## src/inc/asrx_pkg.sv

```systemverilog
// Constants and types shared by the serial receiver files.
package asrx_pkg;

  // ----------------------------------------
  // Bus and data widths
  // ----------------------------------------
  localparam int ADDR_W = 4;
  localparam int DATA_W = 16;
  localparam int CHAR_W = 9;
  localparam int ENTRY_W = 10;
  localparam int BAUD_W = 16;
  localparam int BITS_W = 4;

  // ----------------------------------------
  // Register offsets
  // ----------------------------------------
  localparam logic [3:0] OFS_CTRL = 4'h0;
  localparam logic [3:0] OFS_STAT = 4'h1;
  localparam logic [3:0] OFS_DATA = 4'h2;
  localparam logic [3:0] OFS_BAUD = 4'h3;
  localparam logic [3:0] OFS_IEN = 4'h4;
  localparam logic [3:0] OFS_EVT = 4'h5;
  localparam logic [3:0] OFS_MASK = 4'h6;

  // ----------------------------------------
  // Field positions
  // ----------------------------------------
  localparam int CTRL_SERIAL_PORT_ENABLE = 0;
  localparam int CTRL_CONTINUOUS_RX_ENABLE = 1;
  localparam int CTRL_RX9 = 2;
  localparam int CTRL_ADDR_DETECT_ENABLE = 3;
  localparam int STAT_FRAMING_ERR = 0;
  localparam int STAT_OVERRUN_ERR = 1;
  localparam int STAT_NINTH = 2;
  localparam int STAT_PEND = 3;
  localparam int IEN_RX = 0;
  localparam int IEN_PERI = 1;
  localparam int IEN_GLOB = 2;
  localparam int EVT_RX = 0;
  localparam int EVT_OVR = 1;
  localparam int EVT_DROP = 2;
  localparam int ENTRY_FRAMING_ERR = 9;

  // ----------------------------------------
  // Reset values and counts
  // ----------------------------------------
  localparam logic [3:0] CTRL_RST = 4'h0;
  localparam logic [2:0] IEN_RST = 3'h0;
  localparam logic [2:0] EVT_RST = 3'h0;
  localparam logic [BAUD_W-1:0] BAUD_RST = 16'h0010;
  localparam logic [BITS_W-1:0] BITS_8 = 4'h8;
  localparam logic [BITS_W-1:0] BITS_9 = 4'h9;

  typedef enum logic [1:0] {
    ASRX_IDLE = 2'b00,
    ASRX_START = 2'b01,
    ASRX_DATA = 2'b10,
    ASRX_STOP = 2'b11
  } asrx_state_t;

endpackage

```

## src/inc/asrx_fifo_if.sv

```systemverilog
// Connection between the receiver core and its character FIFO.
`timescale 1ns/1ps
`default_nettype none
interface asrx_fifo_if;
  logic push;
  logic pop;
  logic flush;
  logic [asrx_pkg::ENTRY_W-1:0] wdata;
  logic [asrx_pkg::ENTRY_W-1:0] head;
  logic full;
  logic empty;
  modport core (output push, pop, flush, wdata, input head, full, empty);
  modport store (input push, pop, flush, wdata, output head, full, empty);
endinterface
`default_nettype wire

```

## src/design/asrx_fifo.sv

```systemverilog
// Two-entry receive character FIFO with flush.
`timescale 1ns/1ps
`default_nettype none
module asrx_fifo (
  // Clock and reset
  input wire logic clk,
  input wire logic rst,
  // Core side
  asrx_fifo_if.store fi
);
  import asrx_pkg::*;

  logic [ENTRY_W-1:0] mem_reg [2];
  logic rd_ptr_reg;
  logic wr_ptr_reg;
  logic [1:0] count_reg;
  logic [1:0] count_next;
  wire do_push = fi.push && (!fi.full || fi.pop);
  wire do_pop = fi.pop && !fi.empty;

  assign fi.full = count_reg[1];
  assign fi.empty = (count_reg == 2'h0);
  assign fi.head = mem_reg[rd_ptr_reg];
  assign count_next = count_reg + {1'b0, do_push} - {1'b0, do_pop};

  always_ff @(posedge clk) begin
    if (rst || fi.flush) begin
      rd_ptr_reg <= 1'b0;
      wr_ptr_reg <= 1'b0;
      count_reg <= 2'h0;
    end else begin
      if (do_push) begin
        mem_reg[wr_ptr_reg] <= fi.wdata;
        wr_ptr_reg <= !wr_ptr_reg;
      end
      if (do_pop) begin
        rd_ptr_reg <= !rd_ptr_reg;
      end
      count_reg <= count_next;
    end
  end
endmodule // asrx_fifo
`default_nettype wire

```

## src/design/asrx_sync.sv

```systemverilog
// Two flip-flop synchroniser for the serial input pin.
`timescale 1ns/1ps
`default_nettype none
module asrx_sync (
  // Clock and reset
  input wire logic clk,
  input wire logic rst,
  // Level
  input wire logic din,
  output logic dout
);
  logic meta_reg;

  // The line idles high, so both stages reset high.
  always_ff @(posedge clk) begin
    if (rst) begin
      meta_reg <= 1'b1;
      dout <= 1'b1;
    end else begin
      meta_reg <= din;
      dout <= meta_reg;
    end
  end
endmodule // asrx_sync
`default_nettype wire

```

## src/design/asrx_top.sv

```systemverilog
// Asynchronous serial receiver with two-entry FIFO and register port.
//
// The address map and the strobed register port are this design's own decisions.
`timescale 1ns/1ps
`default_nettype none
module asrx_top (
  // Clock and reset
  input wire logic CORE_CLK,
  input wire logic RST,
  // Register port
  input wire logic [asrx_pkg::ADDR_W-1:0] ADDR,
  input wire logic [asrx_pkg::DATA_W-1:0] WDATA,
  input wire logic WR,
  input wire logic RD,
  output logic [asrx_pkg::DATA_W-1:0] RDATA,
  // Serial line
  input wire logic RX_PIN,
  // Interrupt
  output logic IRQ
);
  import asrx_pkg::*;

  // ----------------------------------------
  // Declarations
  // ----------------------------------------
  asrx_fifo_if fi ();
  asrx_state_t state_reg;
  asrx_state_t state_next;
  logic [3:0] ctrl_reg;
  logic [2:0] ien_reg;
  logic [2:0] evt_reg;
  logic [2:0] mask_reg;
  logic [BAUD_W-1:0] baud_reg;
  logic [BAUD_W-1:0] tick_reg;
  logic [BAUD_W-1:0] tick_next;
  logic [BITS_W-1:0] nbits_reg;
  logic [BITS_W-1:0] nbits_next;
  logic [CHAR_W-1:0] rx_shift_reg;
  logic [CHAR_W-1:0] shift_next;
  logic overrun_err_reg;
  logic rx_prev_reg;
  logic [DATA_W-1:0] rdata_next;
  logic rx_s;
  logic [3:0] stat_word;
  logic [2:0] evt_set;

  // ----------------------------------------
  // Helpers
  // ----------------------------------------
  function automatic logic reg_hit(input logic [ADDR_W-1:0] a, input logic [ADDR_W-1:0] ofs);
    return a == ofs;
  endfunction

  function automatic logic [BAUD_W-1:0] bit_reload(input logic [BAUD_W-1:0] period);
    return period - 16'h0001;
  endfunction

  // ----------------------------------------
  // Pin synchroniser and FIFO
  // ----------------------------------------
  asrx_sync u_sync (
    .clk(CORE_CLK),
    .rst(RST),
    .din(RX_PIN),
    .dout(rx_s)
  );

  asrx_fifo u_fifo (
    .clk(CORE_CLK),
    .rst(RST),
    .fi(fi.store)
  );

  // ----------------------------------------
  // Control decode
  // ----------------------------------------
  wire serial_port_enable = ctrl_reg[CTRL_SERIAL_PORT_ENABLE];
  wire continuous_rx_enable = ctrl_reg[CTRL_CONTINUOUS_RX_ENABLE];
  wire nine_bit_rx_select = ctrl_reg[CTRL_RX9];
  wire addr_detect_enable = ctrl_reg[CTRL_ADDR_DETECT_ENABLE];
  wire rx_irq_enable = ien_reg[IEN_RX];
  wire peripheral_irq_enable = ien_reg[IEN_PERI];
  wire global_irq_enable = ien_reg[IEN_GLOB];
  wire rx_run = serial_port_enable && continuous_rx_enable;

  wire sel_ctrl = reg_hit(ADDR, OFS_CTRL);
  wire sel_stat = reg_hit(ADDR, OFS_STAT);
  wire sel_data = reg_hit(ADDR, OFS_DATA);
  wire sel_baud = reg_hit(ADDR, OFS_BAUD);
  wire sel_ien = reg_hit(ADDR, OFS_IEN);
  wire sel_evt = reg_hit(ADDR, OFS_EVT);
  wire sel_mask = reg_hit(ADDR, OFS_MASK);

  wire [3:0] ctrl_wr = WDATA[3:0];
  wire wr_ctrl = WR && sel_ctrl;
  wire wr_baud = WR && sel_baud;
  wire wr_ien = WR && sel_ien;
  wire wr_evt = WR && sel_evt;
  wire wr_mask = WR && sel_mask;

  // ----------------------------------------
  // Bit timing
  // ----------------------------------------
  wire [BAUD_W-1:0] half_bit = {1'b0, baud_reg[BAUD_W-1:1]};
  wire tick_done = (tick_reg == '0);
  wire start_edge = rx_prev_reg && !rx_s;
  wire [BITS_W-1:0] char_bits = nine_bit_rx_select ? BITS_9 : BITS_8;

  // Character as it stands when the stop bit is sampled.
  wire [CHAR_W-1:0] char_word = nine_bit_rx_select ? rx_shift_reg :
                                {1'b0, rx_shift_reg[CHAR_W-1:1]};
  wire stop_sample = (state_reg == ASRX_STOP) && tick_done;
  wire framing_bad = !rx_s;
  wire addr_filter = addr_detect_enable && nine_bit_rx_select;
  wire keep_char = !addr_filter || char_word[CHAR_W-1];
  wire data_pop = RD && sel_data && !fi.empty;
  wire room = !fi.full || data_pop;

  // A completed character is accepted only with room and no overrun.
  wire char_done = stop_sample && rx_run && keep_char && !overrun_err_reg;
  wire accept = char_done && room;
  wire overrun_hit = char_done && !room;
  wire dropped = stop_sample && rx_run && !keep_char;

  // ----------------------------------------
  // Receive state machine
  // ----------------------------------------
  always_comb begin
    state_next = state_reg;
    tick_next = tick_done ? '0 : tick_reg - 16'h0001;
    nbits_next = nbits_reg;
    shift_next = rx_shift_reg;
    case (state_reg)
      ASRX_IDLE: begin
        tick_next = half_bit;
        nbits_next = '0;
        if (rx_run && start_edge) begin
          state_next = ASRX_START;
        end
      end
      ASRX_START: begin
        if (tick_done) begin
          tick_next = bit_reload(baud_reg);
          if (rx_s) begin
            state_next = ASRX_IDLE;
          end else begin
            state_next = ASRX_DATA;
          end
        end
      end
      ASRX_DATA: begin
        if (tick_done) begin
          tick_next = bit_reload(baud_reg);
          shift_next = {rx_s, rx_shift_reg[CHAR_W-1:1]};
          nbits_next = nbits_reg + 4'h1;
          if (nbits_reg + 4'h1 == char_bits) begin
            state_next = ASRX_STOP;
          end
        end
      end
      ASRX_STOP: begin
        if (tick_done) begin
          // A low stop bit is kept as a framing error; reception goes on.
          state_next = ASRX_IDLE;
        end
      end
      default: begin
        state_next = ASRX_IDLE;
      end
    endcase
    if (!rx_run) begin
      state_next = ASRX_IDLE;
    end
  end

  always_ff @(posedge CORE_CLK) begin
    if (RST) begin
      state_reg <= ASRX_IDLE;
      tick_reg <= '0;
      nbits_reg <= '0;
    end else begin
      state_reg <= state_next;
      tick_reg <= tick_next;
      nbits_reg <= nbits_next;
    end
  end

  always_ff @(posedge CORE_CLK) begin
    if (RST) begin
      rx_shift_reg <= '0;
      rx_prev_reg <= 1'b1;
    end else begin
      rx_shift_reg <= shift_next;
      rx_prev_reg <= rx_s;
    end
  end

  // ----------------------------------------
  // FIFO control
  // ----------------------------------------
  assign fi.push = accept;
  assign fi.wdata = {framing_bad, char_word};
  assign fi.pop = data_pop;
  assign fi.flush = !serial_port_enable;

  // ----------------------------------------
  // Overrun flag
  // ----------------------------------------
  always_ff @(posedge CORE_CLK) begin
    if (RST) begin
      overrun_err_reg <= 1'b0;
    end else if (!rx_run) begin
      overrun_err_reg <= 1'b0;
    end else if (overrun_hit) begin
      overrun_err_reg <= 1'b1;
    end
  end

  // ----------------------------------------
  // Status and interrupt
  // ----------------------------------------
  // A disabled port shows no head character, even in the cycle before the flush lands.
  wire head_valid = serial_port_enable && !fi.empty;
  wire rx_pending_flag = rx_run && !fi.empty;
  wire framing_err = head_valid && fi.head[ENTRY_FRAMING_ERR];
  wire rx_ninth_bit = head_valid && fi.head[CHAR_W-1];
  // The flag reads clear as soon as reception stops, one cycle before the register.
  wire overrun_err = overrun_err_reg && rx_run;
  wire evt_irq = |(evt_reg & mask_reg);
  wire pend_irq = rx_pending_flag && rx_irq_enable && peripheral_irq_enable && global_irq_enable;

  // Status and event bits sit at their named field positions.
  always_comb begin
    stat_word = '0;
    stat_word[STAT_FRAMING_ERR] = framing_err;
    stat_word[STAT_OVERRUN_ERR] = overrun_err;
    stat_word[STAT_NINTH] = rx_ninth_bit;
    stat_word[STAT_PEND] = rx_pending_flag;
    evt_set = '0;
    evt_set[EVT_RX] = accept;
    evt_set[EVT_OVR] = overrun_hit;
    evt_set[EVT_DROP] = dropped;
  end

  assign IRQ = pend_irq || evt_irq;

  // ----------------------------------------
  // Register writes
  // ----------------------------------------
  always_ff @(posedge CORE_CLK) begin
    if (RST) begin
      ctrl_reg <= CTRL_RST;
    end else if (wr_ctrl) begin
      ctrl_reg <= ctrl_wr;
    end
  end

  always_ff @(posedge CORE_CLK) begin
    if (RST) begin
      baud_reg <= BAUD_RST;
    end else if (wr_baud) begin
      baud_reg <= WDATA;
    end
  end

  always_ff @(posedge CORE_CLK) begin
    if (RST) begin
      ien_reg <= IEN_RST;
    end else if (wr_ien) begin
      ien_reg <= WDATA[2:0];
    end
  end

  always_ff @(posedge CORE_CLK) begin
    if (RST) begin
      mask_reg <= EVT_RST;
    end else if (wr_mask) begin
      mask_reg <= WDATA[2:0];
    end
  end

  // Sticky events; a new event wins over a write-one clear.
  always_ff @(posedge CORE_CLK) begin
    if (RST) begin
      evt_reg <= EVT_RST;
    end else if (wr_evt) begin
      evt_reg <= (evt_reg & ~WDATA[2:0]) | evt_set;
    end else begin
      evt_reg <= evt_reg | evt_set;
    end
  end

  // ----------------------------------------
  // Register reads
  // ----------------------------------------
  always_comb begin
    rdata_next = '0;
    if (sel_ctrl) begin
      rdata_next = {12'h000, ctrl_reg};
    end else if (sel_stat) begin
      rdata_next = {12'h000, stat_word};
    end else if (sel_data) begin
      rdata_next = {8'h00, fi.head[7:0]};
    end else if (sel_baud) begin
      rdata_next = baud_reg;
    end else if (sel_ien) begin
      rdata_next = {13'h0000, ien_reg};
    end else if (sel_evt) begin
      rdata_next = {13'h0000, evt_reg};
    end else if (sel_mask) begin
      rdata_next = {13'h0000, mask_reg};
    end
    if (sel_data && !head_valid) begin
      rdata_next = '0;
    end
  end

  always_ff @(posedge CORE_CLK) begin
    if (RST) begin
      RDATA <= '0;
    end else if (RD) begin
      RDATA <= rdata_next;
    end else begin
      RDATA <= '0;
    end
  end

endmodule // asrx_top
`default_nettype wire

```

## config.mk

```make
export PLATFORM = sky130hd
export DESIGN_NAME = asrx_top
export DESIGN_NICKNAME = d
export VERILOG_FILES = /design/src/inc/asrx_pkg.sv /design/src/inc/asrx_fifo_if.sv /design/src/design/asrx_fifo.sv /design/src/design/asrx_sync.sv /design/src/design/asrx_top.sv
export SDC_FILE = /design/constraint.sdc
export NUM_CORES = 1
export LEC_CHECK = 0
export ABC_AREA = 1
export BUFFER_PORTS_ARGS = -buffer_cell sky130_fd_sc_hd__buf_2
export CORE_MARGIN = 2
export CORE_UTILIZATION = 35
export CTS_CLUSTER_DIAMETER = 150
export CTS_CLUSTER_SIZE = 24
export DETAILED_ROUTE_END_ITERATION = 6
export PLACE_DENSITY = 0.54
export SLEW_MARGIN = 40
export SYNTH_ARGS = -nofsm -noshare
export SYNTH_HDL_FRONTEND = slang
export SYNTH_SLANG_ARGS = --single-unit
```

## constraint.sdc

```tcl
create_clock -name CORE_CLK -period 2.9 [get_ports CORE_CLK]
set_input_delay 0.435 -clock CORE_CLK [delete_from_list [all_inputs] [get_ports CORE_CLK]]
set_output_delay 0.435 -clock CORE_CLK [all_outputs]
set_load 0.01 [all_outputs]
```

==> impl_metrics.json <==
{
  "power.density_nw_per_um2": 505,
  "synth_warnings": 0,
  "utilization_pct": 40.7,
  "wirelength_microns": 13700,
  "grt_pass1_wl_microns": 22600,
  "r2r_start": "tick_reg[0]",
  "antenna_found_initial": 0,
  "cp_max_fo": 10,
  "setup_violations": 0,
  "r2r_cells": 9,
  "overflow": 0,
  "syn_avg_cell_area_sq_um": 7.38,
  "rrSetupSlack_ns": 0.70,
  "die_y_microns": 125,
  "dpl-instance-area_sq_um": 5580,
  "clock_latency_ns": 0.37,
  "crit_arrival_ns": 2.27,
  "row_count": 44,
  "critPathLaunch": "tick_reg[0]",
  "yosysSeqAreaShare_pct": 44.6,
  "start_util_pct": 35.7,
  "finClkSkew_ns": 0.0123,
  "gp_congestion": 0.904,
  "post_drt_wl_per_cell_microns": 14.7,
  "vias": 4712,
  "via_per_inst": 5.06,
  "ant_nets": 0,
  "period_minus_slack_ns": 2.20,
  "drcViolationCount": 0,
  "timing.critical_path.to": "u_fifo.mem_reg[1][1]",
  "seqPwrFrac_pct": 50.6,
  "portBuffers": 41,
  "leakagePower_nw": 2.38,
  "rsz0062_at_grt": "false",
  "tns_ns": 0,
  "hpwl_microns": 10500,
  "synth.distinct_cells": 37,
  "peakVddDrop_v": 0.000294,
  "status": "complete, no violations",
  "cts_resized": 0,
  "r2r_end": "u_fifo.mem_reg[1][1]",
  "ctsHoldBuffers": 0,
  "area_delta_synth_final_pct": 14.0,
  "synthesis.area_sq_um": 5170,
  "grt_pass1_vias": 4552,
  "syn_nets": 734,
  "grt_usage_pct": 17.9,
  "diodes": 0,
  "clock_power_share_pct": 42.3,
  "htreeDepth": 3,
  "cts_buffers": 9,
  "multiInputGateArea_sq_um": 2490,
  "crit_required_ns": 2.97,
  "die-width_microns": 125,
  "max_freq_ghz": 0.454,
  "stdcell_area_sq_um": 5890,
  "slew_headroom_pct": 49.3,
  "critPathLaunchType": "register",
  "ys_ff_latch": 105,
  "postCtsSetupBuffers": 0,
  "grt_max_degree": 29,
  "largest_reg_flops": 20,
  "dr.pass1.iters": 5,
  "fin_crit_sh_pct": 76.0,
  "power.switching_mw": 0.796,
  "p_int_mw": 2.18,
  "clk_pin_slew_ns": 0.08,
  "hold-worst-slack_ns": 0.249,
  "cts_num_sinks": 105,
  "drtIter0Drc": 353,
  "nNetsFinal": 776,
  "power_frac_comb_pct": 7.1,
  "hold_viol_final": 0,
  "cts_tree": "built",
  "fillers": 1523,
  "worstMarginPinSlew_ns": 0.752,
  "end_kind": "register",
  "hold_class": "in2reg",
  "core_sq_um": 14500,
  "die-area_sq_um": 15700,
  "cts.path.max_buffers": 2,
  "pin_count": 42,
  "p_sw_share_pct": 26.8,
  "root_buffer": "clkbuf_16",
  "slew_viol_final": 0,
  "cap_violations": 0,
  "layout-drive-gt1-share_pct": 12.6,
  "register_area_sq_um": 2300,
  "syn_inst": 700,
  "crit_type": "reg2reg"
}
==> metal layers <==
metal,global-route usage [%],up-vias,wire (microns)
met3,3.77,22,730
met1,23.3,2170,6390
met2,29.4,129,6300
met5,0,-,0
li1,-,2391,-
met4,6.73,0,311
==> area by class of cell <==
| type | count | area share [%] |
|---|---|---|
| Multi-Input combinational cell | 498 | 42.3 |
| Sequential cell | 105 | 39.1 |
| Inverter | 80 | 5.10 |
| Timing Repair Buffer | 48 | 4.38 |
| Tap cell | 184 | 3.91 |
| Clock buffer | 9 | 3.82 |
| Clock inverter | 7 | 1.38 |
==> synth_stat cells (all sizes together) <==
library cell / instances / area share (%)
nand2: 169 / 13
dfxtp: 85 / 33
a21oi: 81 / 7.8
inv: 77 / 5.6
nor2: 75 / 5.8
o21ai: 65 / 6.4
nand3: 37 / 3.8
edfxtp: 20 / 12
xor2: 17 / 2.9
clkbuf: 15 / 1.1
nor3: 12 / 2.2
ha: 9 / 2.2
nand4: 9 / 1.1
o211ai: 5 / 0.73
or2: 5 / 0.61
clkinv: 3 / 0.22
nor4: 3 / 0.48
a31oi: 2 / 0.24
buf: 2 / 0.31
nand3b: 2 / 0.29
xnor2: 2 / 0.34
a21boi: 1 / 0.15
a221oi: 1 / 0.17
and3: 1 / 0.12
o21a: 1 / 0.15
o31ai: 1 / 0.15
==> cells by family (layout without fill, tap and decap cells) <==
kind of cell / after synthesis / count (layout) / share of synthesized area, %
xor gates and xnor gates: 19 / 19 / 3.22
and+or+nand+nor: 313 / 313 / 27.0
adders and majority gates: 9 / 9 / 2.18
AOI/OAI and AO/OA: 157 / 157 / 15.9
DFF: 105 / 105 / 44.6
buffers and inverters: 97 / 144 / 7.22
==> critical path: stages, from the launching register on <==
cell and delay (ns):
dfxtp_1 0.34, inv_1 0.10, ha_1 0.20, nand2_2 0.13, nor2_2 0.15, nand4_1 0.20
nor3_2 0.25, nand2_2 0.15, nor3_1 0.16, buf_4 0.22
==> per-stage QoR <==
step / cells / worst slack (ns) / total power, mW
after floorplan: 700 / 0.481 / 1.68
after global placement: 915 / 0.796 / 1.75
after detailed placement: 915 / 0.712 / 1.75
after CTS: 931 / 0.702 / 3.01
after global routing: 931 / 0.482 / 3.08
final: 931 / 0.696 / 2.97
==> worst min-delay path by stage <==
stage          cells after the start         endpoint             from  slack, ns
2_1_floorplan                      1      u_sync.dout  u_sync.meta_reg       0.39
3_3_place_gp                       1      u_sync.dout  u_sync.meta_reg       0.39
3_5_place_dp                       1      u_sync.dout  u_sync.meta_reg       0.40
4_1_cts                            2  u_sync.meta_reg           RX_PIN       0.24
5_1_grt                            2  u_sync.meta_reg           RX_PIN       0.24
6_report                           2  u_sync.meta_reg           RX_PIN       0.25
==> placed cells by master, fill, tap and decap left out, drive strengths merged, types with 2 or more instances in the layout <==
cell type and count:
clkinv 6, dfxtp 85, nand4 9, a31oi 2, xor2 17, buf 48
nor4 3, or2 5, ha 9, o211ai 5, a21oi 81, edfxtp 20
nand3 37, nand3b 2, nor3 12, inv 81, clkbuf 9, xnor2 2
nand2 169, o21ai 65, nor2 75
==> power groups by stage <==
stage                     combinational (mW)  clock (mW)  sequential, mW
after floorplan                        0.141           0            1.53
after global placement                 0.208           0            1.54
after detailed placement               0.209           0            1.54
after CTS                              0.210        1.29            1.50
after global routing                   0.235        1.34            1.51
final                                  0.211        1.26            1.50
Power figures use the tool's default switching activity.
